===== config.mk =====
export PLATFORM = sky130hd
export DESIGN_NAME = htiming
export DESIGN_NICKNAME = d
export VERILOG_FILES = /design/src/verilog/htiming_pkg.sv /design/src/verilog/hreg_bank.sv /design/src/verilog/htiming.sv
export SDC_FILE = /design/constraint.sdc
export NUM_CORES = 1
export LEC_CHECK = 0
export BUFFER_PORTS_ARGS = -buffer_cell sky130_fd_sc_hd__buf_2
export CORE_ASPECT_RATIO = 0.6
export CORE_MARGIN = 2
export CORE_UTILIZATION = 55
export CTS_BUF_LIST = sky130_fd_sc_hd__clkbuf_4
export DETAILED_ROUTE_END_ITERATION = 12
export PLACE_DENSITY = 0.76
export SKIP_LAST_GASP = 1
export SYNTH_ARGS = -nofsm -noshare
export SYNTH_HDL_FRONTEND = slang
export SYNTH_SLANG_ARGS = --single-unit
export TNS_END_PERCENT = 20

===== constraint.sdc =====
create_clock -name clk_sys_i -period 10.25 [get_ports clk_sys_i]
set_clock_uncertainty 0.1 [all_clocks]
set_input_delay 2.05 -clock clk_sys_i [delete_from_list [all_inputs] [get_ports clk_sys_i]]
set_output_delay 2.05 -clock clk_sys_i [all_outputs]
set_load 0.01 [all_outputs]

===== src/verilog/htiming_pkg.sv =====
// constants for the horizontal character timing block
package htiming_pkg;
    // host i/o ports, mono and colour ranges, sequencer pair
    localparam logic [9:0] MONO_INDEX_PORT = 10'h3b4;
    localparam logic [9:0] MONO_DATA_PORT = 10'h3b5;
    localparam logic [9:0] COLOR_INDEX_PORT = 10'h3d4;
    localparam logic [9:0] COLOR_DATA_PORT = 10'h3d5;
    localparam logic [9:0] SEQ_INDEX_PORT = 10'h3c4;
    localparam logic [9:0] SEQ_DATA_PORT = 10'h3c5;
    // timing data register indices
    localparam logic [5:0] IDX_TOTAL = 6'h00;
    localparam logic [5:0] IDX_DISP_END = 6'h01;
    localparam logic [5:0] IDX_BLANK_START = 6'h02;
    localparam logic [5:0] IDX_BLANK_END = 6'h03;
    localparam logic [5:0] IDX_SYNC_START = 6'h04;
    localparam logic [5:0] IDX_SYNC_END = 6'h05;
    localparam logic [5:0] IDX_PROTECT_LAST = 6'h07;
    localparam logic [5:0] IDX_PEN_HIGH = 6'h10;
    localparam logic [5:0] IDX_PEN_LOW = 6'h11;
    localparam logic [5:0] IDX_ALT_BASE = 6'h28;
    localparam logic [5:0] IDX_ALT_LAST = 6'h2d;
    localparam int HREG_COUNT = 6;
    // sequencer indices
    localparam logic [2:0] SEQ_IDX_HOLD = 3'h7;
    // field positions
    localparam int SKEW_LSB = 5;
    localparam int PEN_EN_BIT = 7;
    localparam int DELAY_LSB = 5;
    localparam int BLANK_END_B5_BIT = 7;
    // counting
    localparam logic [8:0] TOTAL_EXTRA = 9'd5;
    localparam logic [3:0] DOTS_NINE_RELOAD = 4'd8;
    localparam logic [3:0] DOTS_EIGHT_RELOAD = 4'd7;
    localparam logic [7:0] HREG_RESET = 8'h00;
endpackage : htiming_pkg


===== src/verilog/hreg_bank.sv =====
// primary and alternate horizontal timing register sets
`timescale 1ns/1ps
module hreg_bank #(
    parameter int W = 8,
    parameter int N = 6
) (
    // clock and reset
    input wire logic clk_sys_i,
    input wire logic rstn_i,
    // write port
    input wire logic wr_en_i,
    input wire logic wr_alt_i,
    input wire logic [2:0] wr_sel_i,
    input wire logic [W-1:0] wr_data_i,
    // set select
    input wire logic alt_mode_i,
    // register contents
    output logic [N*W-1:0] prim_o,
    output logic [N*W-1:0] alt_o,
    output logic [N*W-1:0] act_o
);
    import htiming_pkg::*;

    logic [N*W-1:0] prim_ff;
    logic [N*W-1:0] alt_ff;

    // one byte of one set is written per access
    always_ff @(posedge clk_sys_i or negedge rstn_i) begin
        if (!rstn_i) begin
            prim_ff <= {N{HREG_RESET}};
            alt_ff <= {N{HREG_RESET}};
        end else if (wr_en_i && int'(wr_sel_i) < N) begin
            if (wr_alt_i) begin
                alt_ff[int'(wr_sel_i)*W +: W] <= wr_data_i;
            end else begin
                prim_ff[int'(wr_sel_i)*W +: W] <= wr_data_i;
            end
        end
    end

    // alternate set steers timing in the low-resolution modes
    assign prim_o = prim_ff;
    assign alt_o = alt_ff;
    assign act_o = alt_mode_i ? alt_ff : prim_ff;
endmodule : hreg_bank


===== src/verilog/htiming.sv =====
// horizontal character timing with indexed host register port
`timescale 1ns/1ps
module htiming (
    // clock and reset
    input wire logic clk_sys_i,
    input wire logic rstn_i,
    // host i/o bus
    input wire logic [9:0] io_addr_i,
    input wire logic io_wr_i,
    input wire logic io_rd_i,
    input wire logic [7:0] io_wdata_i,
    output logic [7:0] io_rdata_o,
    // mode and protection controls
    input wire logic addr_select_i,
    input wire logic group0_protect_i,
    input wire logic extension_protect_i,
    input wire logic alt_mode_i,
    input wire logic dot_select_i,
    // vertical and pen readback sources
    input wire logic [7:0] vsync_start_or_pen_high_i,
    input wire logic [7:0] vsync_end_or_pen_low_i,
    input wire logic [7:0] pen_high_i,
    input wire logic [7:0] pen_low_i,
    // monitor side and vertical counter
    output logic hsync_o,
    output logic hblank_o,
    output logic display_enable_out_o,
    output logic line_advance_o,
    output logic line_pulse_o,
    output logic [8:0] hcount_o
);
    import htiming_pkg::*;

    // picks byte n out of a packed register set
    function automatic logic [7:0] sel_byte(input logic [47:0] v, input logic [5:0] n);
        sel_byte = v[int'(n[2:0])*8 +: 8];
    endfunction : sel_byte

    logic [5:0] index_ff;
    logic [2:0] seq_index_ff;
    logic hold_ff;
    logic [7:0] rdata_ff;
    logic [3:0] dot_cnt_ff;
    logic [8:0] cnt_ff;
    logic blank_raw_ff;
    logic sync_raw_ff;
    logic [2:0] de_pipe_ff;
    logic [2:0] sync_pipe_ff;
    logic [2:0] blank_pipe_ff;
    logic de_out_ff;
    logic sync_out_ff;
    logic blank_out_ff;
    logic de_prev_ff;
    logic line_adv_ff;
    logic line_pulse_ff;
    logic [47:0] prim;
    logic [47:0] alt;
    logic [47:0] act;

    // address decode by emulation range
    wire idx_port = io_addr_i == (addr_select_i ? COLOR_INDEX_PORT : MONO_INDEX_PORT);
    wire data_port = io_addr_i == (addr_select_i ? COLOR_DATA_PORT : MONO_DATA_PORT);
    wire seq_idx_port = io_addr_i == SEQ_INDEX_PORT;
    wire seq_data_port = io_addr_i == SEQ_DATA_PORT;
    wire protect = group0_protect_i | extension_protect_i;
    wire is_prim = index_ff < HREG_COUNT[5:0];
    wire is_alt = index_ff >= IDX_ALT_BASE && index_ff <= IDX_ALT_LAST;
    wire alt_protected = protect;
    wire prim_protected = protect && index_ff <= IDX_PROTECT_LAST;
    wire bank_we = io_wr_i && data_port &&
        ((is_prim && !prim_protected) || (is_alt && !alt_protected));
    wire [5:0] alt_off = index_ff - IDX_ALT_BASE;
    wire [2:0] bank_sel = is_alt ? alt_off[2:0] : index_ff[2:0];
    wire seq_wr = io_wr_i && seq_data_port;

    // active timing fields
    wire [7:0] total = sel_byte(act, IDX_TOTAL);
    wire [7:0] disp_end = sel_byte(act, IDX_DISP_END);
    wire [7:0] blank_start = sel_byte(act, IDX_BLANK_START);
    wire [7:0] blank_end_reg = sel_byte(act, IDX_BLANK_END);
    wire [7:0] sync_start = sel_byte(act, IDX_SYNC_START);
    wire [7:0] sync_end_reg = sel_byte(act, IDX_SYNC_END);
    wire [1:0] skew = blank_end_reg[SKEW_LSB +: 2];
    wire [1:0] delay = sync_end_reg[DELAY_LSB +: 2];
    wire pen_en = blank_end_reg[PEN_EN_BIT];
    wire [5:0] blank_end6 = {sync_end_reg[BLANK_END_B5_BIT], blank_end_reg[4:0]};
    wire [4:0] sync_end5 = sync_end_reg[4:0];

    // character tick and counter terms
    wire tick = dot_cnt_ff == 4'd0;
    wire [8:0] last = {1'b0, total} + TOTAL_EXTRA - 9'd1;
    wire at_last = cnt_ff == last;
    wire de_raw = cnt_ff <= {1'b0, disp_end};
    wire blank_hit = cnt_ff == {1'b0, blank_start};
    wire blank_done = cnt_ff[5:0] == blank_end6;
    wire sync_hit = cnt_ff == {1'b0, sync_start};
    wire sync_done = cnt_ff[4:0] == sync_end5;
    // tap n is the flag n characters late, so all four skew codes are usable
    wire [3:0] de_taps = {de_pipe_ff, de_raw};
    wire [3:0] sync_taps = {sync_pipe_ff, sync_raw_ff};
    wire [3:0] blank_taps = {blank_pipe_ff, blank_raw_ff};

    // read data selection
    wire [7:0] pen_or_vhigh = pen_en ? vsync_start_or_pen_high_i : pen_high_i;
    wire [7:0] pen_or_vlow = pen_en ? vsync_end_or_pen_low_i : pen_low_i;
    wire [7:0] data_rd = is_prim ? sel_byte(prim, index_ff) :
        is_alt ? sel_byte(alt, alt_off) :
        index_ff == IDX_PEN_HIGH ? pen_or_vhigh :
        index_ff == IDX_PEN_LOW ? pen_or_vlow : 8'h00;
    wire [7:0] seq_rd = seq_index_ff == SEQ_IDX_HOLD ? {7'h00, hold_ff} : 8'h00;
    wire [7:0] nxt_rdata = idx_port ? {2'b00, index_ff} :
        data_port ? data_rd :
        seq_idx_port ? {5'h00, seq_index_ff} :
        seq_data_port ? seq_rd : 8'h00;

    hreg_bank #(
        .W(8),
        .N(HREG_COUNT)
    ) u_bank (
        .clk_sys_i(clk_sys_i),
        .rstn_i(rstn_i),
        .wr_en_i(bank_we),
        .wr_alt_i(is_alt),
        .wr_sel_i(bank_sel),
        .wr_data_i(io_wdata_i),
        .alt_mode_i(alt_mode_i),
        .prim_o(prim),
        .alt_o(alt),
        .act_o(act)
    );

    // index registers
    always_ff @(posedge clk_sys_i or negedge rstn_i) begin
        if (!rstn_i) begin
            index_ff <= 6'h00;
            seq_index_ff <= 3'h0;
        end else begin
            if (io_wr_i && idx_port) index_ff <= io_wdata_i[5:0];
            if (io_wr_i && seq_idx_port) seq_index_ff <= io_wdata_i[2:0];
        end
    end

    // counter hold latch
    always_ff @(posedge clk_sys_i or negedge rstn_i) begin
        if (!rstn_i) begin
            hold_ff <= 1'b0;
        end else if (seq_wr) begin
            hold_ff <= seq_index_ff == SEQ_IDX_HOLD;
        end
    end

    // registered read data
    always_ff @(posedge clk_sys_i or negedge rstn_i) begin
        if (!rstn_i) rdata_ff <= 8'h00;
        else if (io_rd_i) rdata_ff <= nxt_rdata;
    end

    // dot divider, period chosen at each character start
    always_ff @(posedge clk_sys_i or negedge rstn_i) begin
        if (!rstn_i) dot_cnt_ff <= 4'd0;
        else if (tick) dot_cnt_ff <= dot_select_i ? DOTS_EIGHT_RELOAD : DOTS_NINE_RELOAD;
        else dot_cnt_ff <= dot_cnt_ff - 4'd1;
    end

    // character counter, forced to zero while held
    always_ff @(posedge clk_sys_i or negedge rstn_i) begin
        if (!rstn_i) begin
            cnt_ff <= 9'd0;
            line_pulse_ff <= 1'b0;
        end else begin
            line_pulse_ff <= tick && !hold_ff && at_last;
            if (hold_ff) cnt_ff <= 9'd0;
            else if (tick) cnt_ff <= at_last ? 9'd0 : cnt_ff + 9'd1;
        end
    end

    // blank and sync flags, end wins over start
    always_ff @(posedge clk_sys_i or negedge rstn_i) begin
        if (!rstn_i) begin
            blank_raw_ff <= 1'b0;
            sync_raw_ff <= 1'b0;
        end else if (tick) begin
            if (blank_done) blank_raw_ff <= 1'b0;
            else if (blank_hit) blank_raw_ff <= 1'b1;
            if (sync_done) sync_raw_ff <= 1'b0;
            else if (sync_hit) sync_raw_ff <= 1'b1;
        end
    end

    // skew and delay pipelines in character steps
    always_ff @(posedge clk_sys_i or negedge rstn_i) begin
        if (!rstn_i) begin
            de_pipe_ff <= 3'h0;
            sync_pipe_ff <= 3'h0;
            blank_pipe_ff <= 3'h0;
            de_out_ff <= 1'b0;
            sync_out_ff <= 1'b0;
            blank_out_ff <= 1'b0;
        end else if (tick) begin
            de_pipe_ff <= de_taps[2:0];
            sync_pipe_ff <= sync_taps[2:0];
            blank_pipe_ff <= blank_taps[2:0];
            de_out_ff <= de_taps[skew];
            sync_out_ff <= sync_taps[delay];
            blank_out_ff <= blank_taps[skew];
        end
    end

    // line advance on falling display enable only
    always_ff @(posedge clk_sys_i or negedge rstn_i) begin
        if (!rstn_i) begin
            de_prev_ff <= 1'b0;
            line_adv_ff <= 1'b0;
        end else begin
            line_adv_ff <= tick && de_prev_ff && !de_raw;
            if (tick) de_prev_ff <= de_raw;
        end
    end

    assign io_rdata_o = rdata_ff;
    assign hsync_o = sync_out_ff;
    assign hblank_o = blank_out_ff;
    assign display_enable_out_o = de_out_ff;
    assign line_advance_o = line_adv_ff;
    assign line_pulse_o = line_pulse_ff;
    assign hcount_o = cnt_ff;

    // checks
    idx_mask_a: assert property (@(posedge clk_sys_i) disable iff (!rstn_i)
        io_wr_i && idx_port |=> index_ff == $past(io_wdata_i[5:0]))
        else $error("index not low six bits");
    range_sel_a: assert property (@(posedge clk_sys_i) disable iff (!rstn_i)
        io_wr_i && io_addr_i == COLOR_INDEX_PORT && !addr_select_i |=> $stable(index_ff))
        else $error("colour port decoded in mono range");
    line_len_a: assert property (@(posedge clk_sys_i) disable iff (!rstn_i)
        tick && !hold_ff && at_last |=> cnt_ff == 9'd0 && line_pulse_o)
        else $error("line did not wrap at total plus five");
    de_span_a: assert property (@(posedge clk_sys_i) disable iff (!rstn_i)
        tick && !hold_ff && !at_last && cnt_ff == {1'b0, disp_end}
        |=> !de_raw || $changed(act))
        else $error("display enable longer than end plus one");
    blank_start_a: assert property (@(posedge clk_sys_i) disable iff (!rstn_i)
        tick && blank_hit && !blank_done |=> blank_raw_ff)
        else $error("blank did not start");
    blank_end_a: assert property (@(posedge clk_sys_i) disable iff (!rstn_i)
        tick && blank_done |=> !blank_raw_ff)
        else $error("blank did not end");
    de_skew_a: assert property (@(posedge clk_sys_i) disable iff (!rstn_i)
        tick && skew == 2'd1 |=> display_enable_out_o == $past(de_pipe_ff[0]))
        else $error("display enable skew wrong");
    skew_max_a: assert property (@(posedge clk_sys_i) disable iff (!rstn_i)
        tick && skew == 2'd3 |=> display_enable_out_o == $past(de_pipe_ff[2]))
        else $error("display enable skew of three wrong");
    pen_read_a: assert property (@(posedge clk_sys_i) disable iff (!rstn_i)
        io_rd_i && data_port && index_ff == IDX_PEN_HIGH && !pen_en
        |=> io_rdata_o == $past(pen_high_i))
        else $error("pen register not read back");
    sync_start_a: assert property (@(posedge clk_sys_i) disable iff (!rstn_i)
        tick && sync_hit && !sync_done |=> sync_raw_ff)
        else $error("sync did not start");
    sync_end_a: assert property (@(posedge clk_sys_i) disable iff (!rstn_i)
        tick && sync_done |=> !sync_raw_ff)
        else $error("sync did not end");
    sync_delay_a: assert property (@(posedge clk_sys_i) disable iff (!rstn_i)
        tick && delay == 2'd0 |=> hsync_o == $past(sync_raw_ff))
        else $error("sync delay wrong");
    hold_set_a: assert property (@(posedge clk_sys_i) disable iff (!rstn_i)
        seq_wr && seq_index_ff == SEQ_IDX_HOLD |=> hold_ff ##1 cnt_ff == 9'd0)
        else $error("hold did not zero counter");
    hold_clr_a: assert property (@(posedge clk_sys_i) disable iff (!rstn_i)
        seq_wr && seq_index_ff != SEQ_IDX_HOLD |=> !hold_ff)
        else $error("hold not released");
    held_line_a: assert property (@(posedge clk_sys_i) disable iff (!rstn_i)
        hold_ff [*3] |-> !line_advance_o)
        else $error("line advanced while held");
    protect_a: assert property (@(posedge clk_sys_i) disable iff (!rstn_i)
        io_wr_i && data_port && protect && index_ff <= IDX_PROTECT_LAST
        |=> $stable(prim))
        else $error("protected write took effect");
    char_eight_a: assert property (@(posedge clk_sys_i) disable iff (!rstn_i)
        tick && dot_select_i |=> !tick [*7] ##1 tick)
        else $error("eight-dot character wrong length");
    char_nine_a: assert property (@(posedge clk_sys_i) disable iff (!rstn_i)
        tick && !dot_select_i |=> !tick [*8] ##1 tick)
        else $error("nine-dot character wrong length");
endmodule : htiming


==> Yosys cells after proc, flatten, opt, wreduce, memory -nomap -nowiden <==
Index checks and enable logic that the tools add are counted.
{ "word_totals": {"ff_bits": 144, "inputBits": 59} }
{ "classes": {"addsub": 6, "eq_ne": 12, "n_mux": 32, "n_bitwise": 2, "n_reduce_logical": 27, "n_shift": 4, "order_cmp": 8} }
{ "op_table": {"columns": ["cell", "n"], "rows": [
  ["$bwmux W48", 2],
  ["$shiftx A48 B7 Y8", 2],
  ["$mux W8", 8],
  ["$mux W48", 1],
  ["$shift A8 B33 Y48 const A", 1],
  ["$shiftx A8 B33 Y48", 1],
  ["$neg A6 Y33", 1],
  ["$mux W9", 3],
  ["$eq A10 B10 Y1", 2],
  ["$eq A10 B10 Y1 const B", 2],
  ["$eq A9 B8 Y1", 2],
  ["$logic_and A1 B1 Y1", 14],
  ["$mux W7", 2],
  ["$eq A6 B5 Y1 const B", 2],
  ["$add A8 B3 Y9 const B", 1],
  ["$add A9 B1 Y9 const B", 1],
  ["$eq A9 B9 Y1", 1],
  ["$le A9 B8 Y1", 1],
  ["$mux W1", 9],
  ["$sub A9 B1 Y9 const B", 1],
  ["$mux W4", 2],
  ["$reduce_and A2 Y1", 4],
  ["$bmux W1 S2", 3],
  ["$eq A6 B6 Y1", 1],
  ["other kinds (17)", 24]
]} }

==> Longest topological paths before layout <==
{ "depth": {"ltp_word": 8, "depth_mapped": 14, "ltp_nobuf": 10} }

==> Modules after synthesis <==
A second synthesis with hierarchy kept.
{ "unflattened": {"cells_unflattened": 746, "area_unflattened_um2": 8854.7} }
{ "modules_own_cells": {"columns": ["module", "area_per_inst_um2", "cells_per_inst", "instances"], "rows": [
  ["hreg_bank", 4764.6, 331, 1],
  ["htiming", 4090.2, 415, 1]
]} }

==> Worst setup path before layout <==
No wires, ideal clock.
{ "synth_timing": {"kind": "input-to-reg", "from": "input port alt_mode_i", "to": "register cnt_ff[3], in the netlist hcount_o[3]", "arrival_time_ns": 4.868, "path_slack_ns": 5.156, "path_buffers": 5, "required_time_ns": 10.024, "setup_ns": 0.126, "stages": 13, "path_cell_list": "buf_6 > buf_6 > buf_2 > buf_1 > mux2_2 > ha_1 > nand4b_1 > nand2_1 > or3_1 > o211ai_1 > a311oi_2 > buf_2 > a221o_1"} }
{ "synth_between": {"elab_chain_len": 7} }
{ "synth_rtl": {"columns": ["item", "line", "text"], "rows": [
  ["start, declared", "htiming.sv:17", "input wire logic alt_mode_i,"],
  ["$mux W48", "hreg_bank.sv:44", "assign act_o = alt_mode_i ? alt_ff : prim_ff;"],
  ["$add A8 B3 Y9", "htiming.sv:91", "wire [8:0] last = {1'b0, total} + TOTAL_EXTRA - 9'd1;"],
  ["$sub A9 B1 Y9", "htiming.sv:91", null],
  ["$eq A9 B9 Y1", "htiming.sv:92", "wire at_last = cnt_ff == last;"],
  ["$mux W9 (2 in series)", "htiming.sv:173", "else if (tick) cnt_ff <= at_last ? 9'd0 : cnt_ff + 9'd1;"],
  ["$mux W9", "htiming.sv:172", "if (hold_ff) cnt_ff <= 9'd0;"],
  ["end signal, assigned", "htiming.sv:173", null],
  ["end, declared", "htiming.sv:44", "logic [8:0] cnt_ff;"]
]} }
Every way passes these cells. The select of a mux whose other input is x is not followed.
A chain may end at the register's enable or synchronous reset.

==> Final worst setup path <==
{ "layout_timing": {"from": "input port alt_mode_i", "to": "register cnt_ff[4], in the netlist hcount_o[4]"} }
The elaborated chain is that of the path after synthesis.

==> results.tsv <==
stage	metric	value	unit
finish	n_diodes	0	
synthesis	area of the mapped netlist	0.00838	mm2
cts	TritonCTS Buffers	17	
sta	final critical-path share of the clock period	47.4	%
detailed_routing	router iterations before antenna repair	5	
floorplanning	Ports	81	
pwr	VDD IR max	0.0000821	V
synthesis	synthesized flop and latch total	143	
placed_design	GPL Wtd Cong	1.02	
cts	clk sinks	143	
placed_design	IO Port Bufs	80	
sta	final hold viol count	0	
sta	Final setup viols	0	
outcome	status	finished, final reports clean	
synthesis	post-synthesis sequential area ratio	42.7	%
worst_setup_path	Worst setup SP type	input pin	
cts	post_cts resized	0	
detailed_routing	drt wl/cell	23.3	um
synthesis	Synth Area in XOR/XNOR	3.76	%
cts	H-Tree Depth	4	
cts	Worst-path clk slew	120	ps
global_routing	largest net degree at the start of global routing	84	
worst_setup_path	arrival time worst endpoint	5250	ps
synthesis	Post-Synth Adder-Cell Area	2.54	%
sta	max_slew headroom	10.2	%
synthesis	Synth Flop Type	dfrtp_1	
global_routing	number of global-route vias before repair	6603	
finish	fin util	62.5	%
synthesis	Post-synth EDFFs	0	
worst_setup_path	Critical Path Sink Type	register	
pwr	sequential share of power	52.4	%
global_routing	GRT overflow	0	
detailed_routing	Iter 0 DRT Violations	757	
run	max-cap check violation count	0	
hold_path	type of the worst min-delay path	register to register	
synthesis	Distinct cells, synth	56	
sta	fmax	0.206	GHz
cts	CTS Hold Bufs	0	
pwr	Cell Pwr Density	138	mW/mm2
synthesis	Yosys Warn Count	0	
placed_design	detailed placement HPWL	18100	um
cts	Post-CTS Setup Bufs	0	
synthesis	Post-Synth Simple-Gate Area	12.9	%
sta	Slew Viols, Final	0	
worst_setup_path	worst-path maximum fanout	56	
sta	fin crit period	4850	ps
floorplanning	die width	163	um
finish	share of cells above drive strength 1	27.7	%
synthesis	multiplexer area fraction after synthesis	26.8	%
detailed_routing	DRC Markers	0	
detailed_routing	Vias	6819	
synthesis	post-synthesis compound-gate area fraction	8.75	%
floorplanning	core area	0.0147	mm2
worst_setup_path	kind of critical path	input pin to register	
synthesis	Post-Syn Area per Cell	10.8	um2
sta	TNS Setup	0	ps
sta	worst-margin pin slew	1340	ps
cts	Root Driver	clkbuf_4	
global_routing	first-pass GRT wire length	38200	um
pwr	leakage	4.37	nW
cts	Clock Latency Late Sink	570	ps
detailed_routing	drt total wl	24600	um
detailed_routing	Vias/cell	6.46	
pwr	P_int	0.829	mW
finish	NumNets Final	920	
synthesis	Synth Instances	775	
floorplanning	Initial Util	57.1	%
pwr	Sw Share	34.4	%
global_routing	initial antenna violation count	2	
synthesis	syn_nets	851	
detailed_routing	Routed Antenna Nets	0	
floorplanning	die height	99.6	um
pwr	combinational power share	19.5	%
worst_setup_path	WP data required	10640	ps
floorplanning	row count	34	
synthesis	largest family of logic cells by synthesized area	multiplexers	
pwr	NetSw	0.435	mW
floorplanning	die outline area	0.0163	mm2
finish	area delta synth->final	9.42	%
pwr	clock power share	28.1	%
global_routing	GRT Overall Usage	31.2	%
sta	RSZ-0062 raised after global routing	no	
cts	Clock Tree Buf Depth	2	
synthesis	fraction of registers with async set/reset	100	%
cts	CTS tree	done	
==> synth_stat cells, types with 2 or more instances <==
| cell type | count | area [um2] |
|---|---|---|
| dfrtp_1 | 143 | 3580 |
| nand2_1 | 100 | 375 |
| mux2_2 | 90 | 1010 |
| mux2i_1 | 79 | 791 |
| nor2_1 | 49 | 184 |
| o21ai_0 | 45 | 225 |
| xnor2_1 | 22 | 193 |
| a21oi_1 | 18 | 90.1 |
| clkbuf_1 | 18 | 67.6 |
| mux4_2 | 18 | 405 |
| ha_1 | 17 | 213 |
| nand3_1 | 16 | 80.1 |
| xor2_1 | 14 | 123 |
| o22ai_1 | 12 | 75.1 |
| and3_1 | 11 | 68.8 |
| inv_1 | 11 | 41.3 |
| nand4_1 | 9 | 56.3 |
| buf_2 | 8 | 40.0 |
| nor3_1 | 7 | 35.0 |
| a221o_1 | 6 | 60.1 |
| nor4_1 | 6 | 37.5 |
| a211oi_1 | 5 | 37.5 |
| buf_1 | 5 | 18.8 |
| nor2b_1 | 5 | 31.3 |
| nand3_2 | 4 | 40.0 |
| nand4b_1 | 4 | 35.0 |
| a21o_1 | 3 | 22.5 |
| a41oi_1 | 3 | 26.3 |
| buf_6 | 3 | 33.8 |
| nand3b_1 | 3 | 22.5 |
| o211ai_1 | 3 | 22.5 |
| o32ai_1 | 3 | 26.3 |
| a211o_1 | 2 | 17.5 |
| a22o_1 | 2 | 17.5 |
| a22oi_1 | 2 | 15.0 |
| a31oi_1 | 2 | 12.5 |
| mux2_1 | 2 | 22.5 |
| nand2_2 | 2 | 12.5 |
| nand2b_1 | 2 | 12.5 |
| nor3_4 | 2 | 32.5 |
| o22a_1 | 2 | 17.5 |
| o31ai_1 | 2 | 15.0 |
| or3_1 | 2 | 12.5 |
==> final timing paths <==
kind,start,to,slack [ps],cells past startpoint
setup reg to reg,index_ff[0],u_bank.alt_o[20],5850,9
max in group asynchronous,rstn_i,u_bank.alt_o[39],7340,2
min in group asynchronous,rstn_i,u_bank.prim_o[13],1410,1
setup / recovery,alt_mode_i,hcount_o[4],5400,12
hold reg to reg,hsync_o,hsync_o,390,2
hold / removal,hsync_o,hsync_o,390,2
==> flip-flops by register name (all words and copies together) (netlist names), 4 cells and up <==
name / flops
u_bank.alt_o: 48
u_bank.prim_o: 48
hcount_o: 9
io_rdata_o: 8
index_ff: 6
dot_cnt_ff: 4
==> metrics by stage <==
step           setup WS [ps]  cells  cell area, um2  power, mW  hold WS, ps
2_1_floorplan           5160    775            8380      0.820          341
3_3_place_gp            5070   1023            8900      0.899          354
3_5_place_dp            4880   1023            8900      0.915          369
4_1_cts                 5470   1055            9170       1.26          397
5_1_grt                 5150   1055            9170       1.32          434
6_report                5400   1055            9170       1.26          390
==> critical path, cell delays in order <==
cell and delay (ps):
buf_2 80, buf_4 680, mux2i_1 390, inv_1 90
ha_1 250, xnor2_1 160, xnor2_1 160, nand4_1 90
nor2_1 70, a311oi_2 820, and3_1 270, a221o_1 110
==> area by class of cell <==
cell class / instances / area, um2
inverters: 12 / 45.0
clock inverters: 15 / 136
repair buffers: 85 / 444
clock buffers: 17 / 128
well taps: 198 / 248
flip-flops and latches: 143 / 3580
multi-input cells: 585 / 4590
fillers: 1202 / 5510
==> layout by cell type, fill, tap and decap left out, types with 3 or more instances in the layout <==
master    synthesis  final
dfrtp_1         143    142
nand2_1         100    100
mux2_2           90     90
mux2i_1          79     79
buf_2             8     79
nor2_1           49     49
o21ai_0          45     45
xnor2_1          22     22
a21oi_1          18     18
mux4_2           18     18
ha_1             17     17
clkbuf_4          0     17
nand3_1          16     16
xor2_1           14     14
o22ai_1          12     12
inv_1            11     11
and3_1           11     11
nand4_1           9      9
nor3_1            7      7
a221o_1           6      6
nor4_1            6      6
nor2b_1           5      5
a211oi_1          5      5
inv_6             0      5
buf_4             1      5
nand4b_1          4      4
nand3_2           4      4
clkinv_4          0      4
a21o_1            3      3
o211ai_1          3      3
nand3b_1          3      3
o32ai_1           3      3
a41oi_1           3      3
==> layer usage <==
layer,global-route usage [%],up-vias,routed length (um)
met5,0,-,13
met4,5.85,2,330
met3,10.8,42,2790
met2,43.9,337,10600
met1,46.9,3472,10800
li1,-,2966,-
==> cells by family after synthesis <==
family	count (synthesis)
compound gates	116
xor+xnor	36
mux	190
fa+ha+maj	17
simple gates	226
flops	143
buf+inv	47
==> power by group through the flow <==
stage	logic (mW)	clock network, mW	registers, mW
6_report	0.246	0.355	0.663
5_1_grt	0.272	0.381	0.668
3_3_place_gp	0.232	0	0.667
2_1_floorplan	0.172	0	0.648
4_1_cts	0.243	0.356	0.661
3_5_place_dp	0.243	0	0.672
Note: power is estimated with default switching activity, not from simulation.
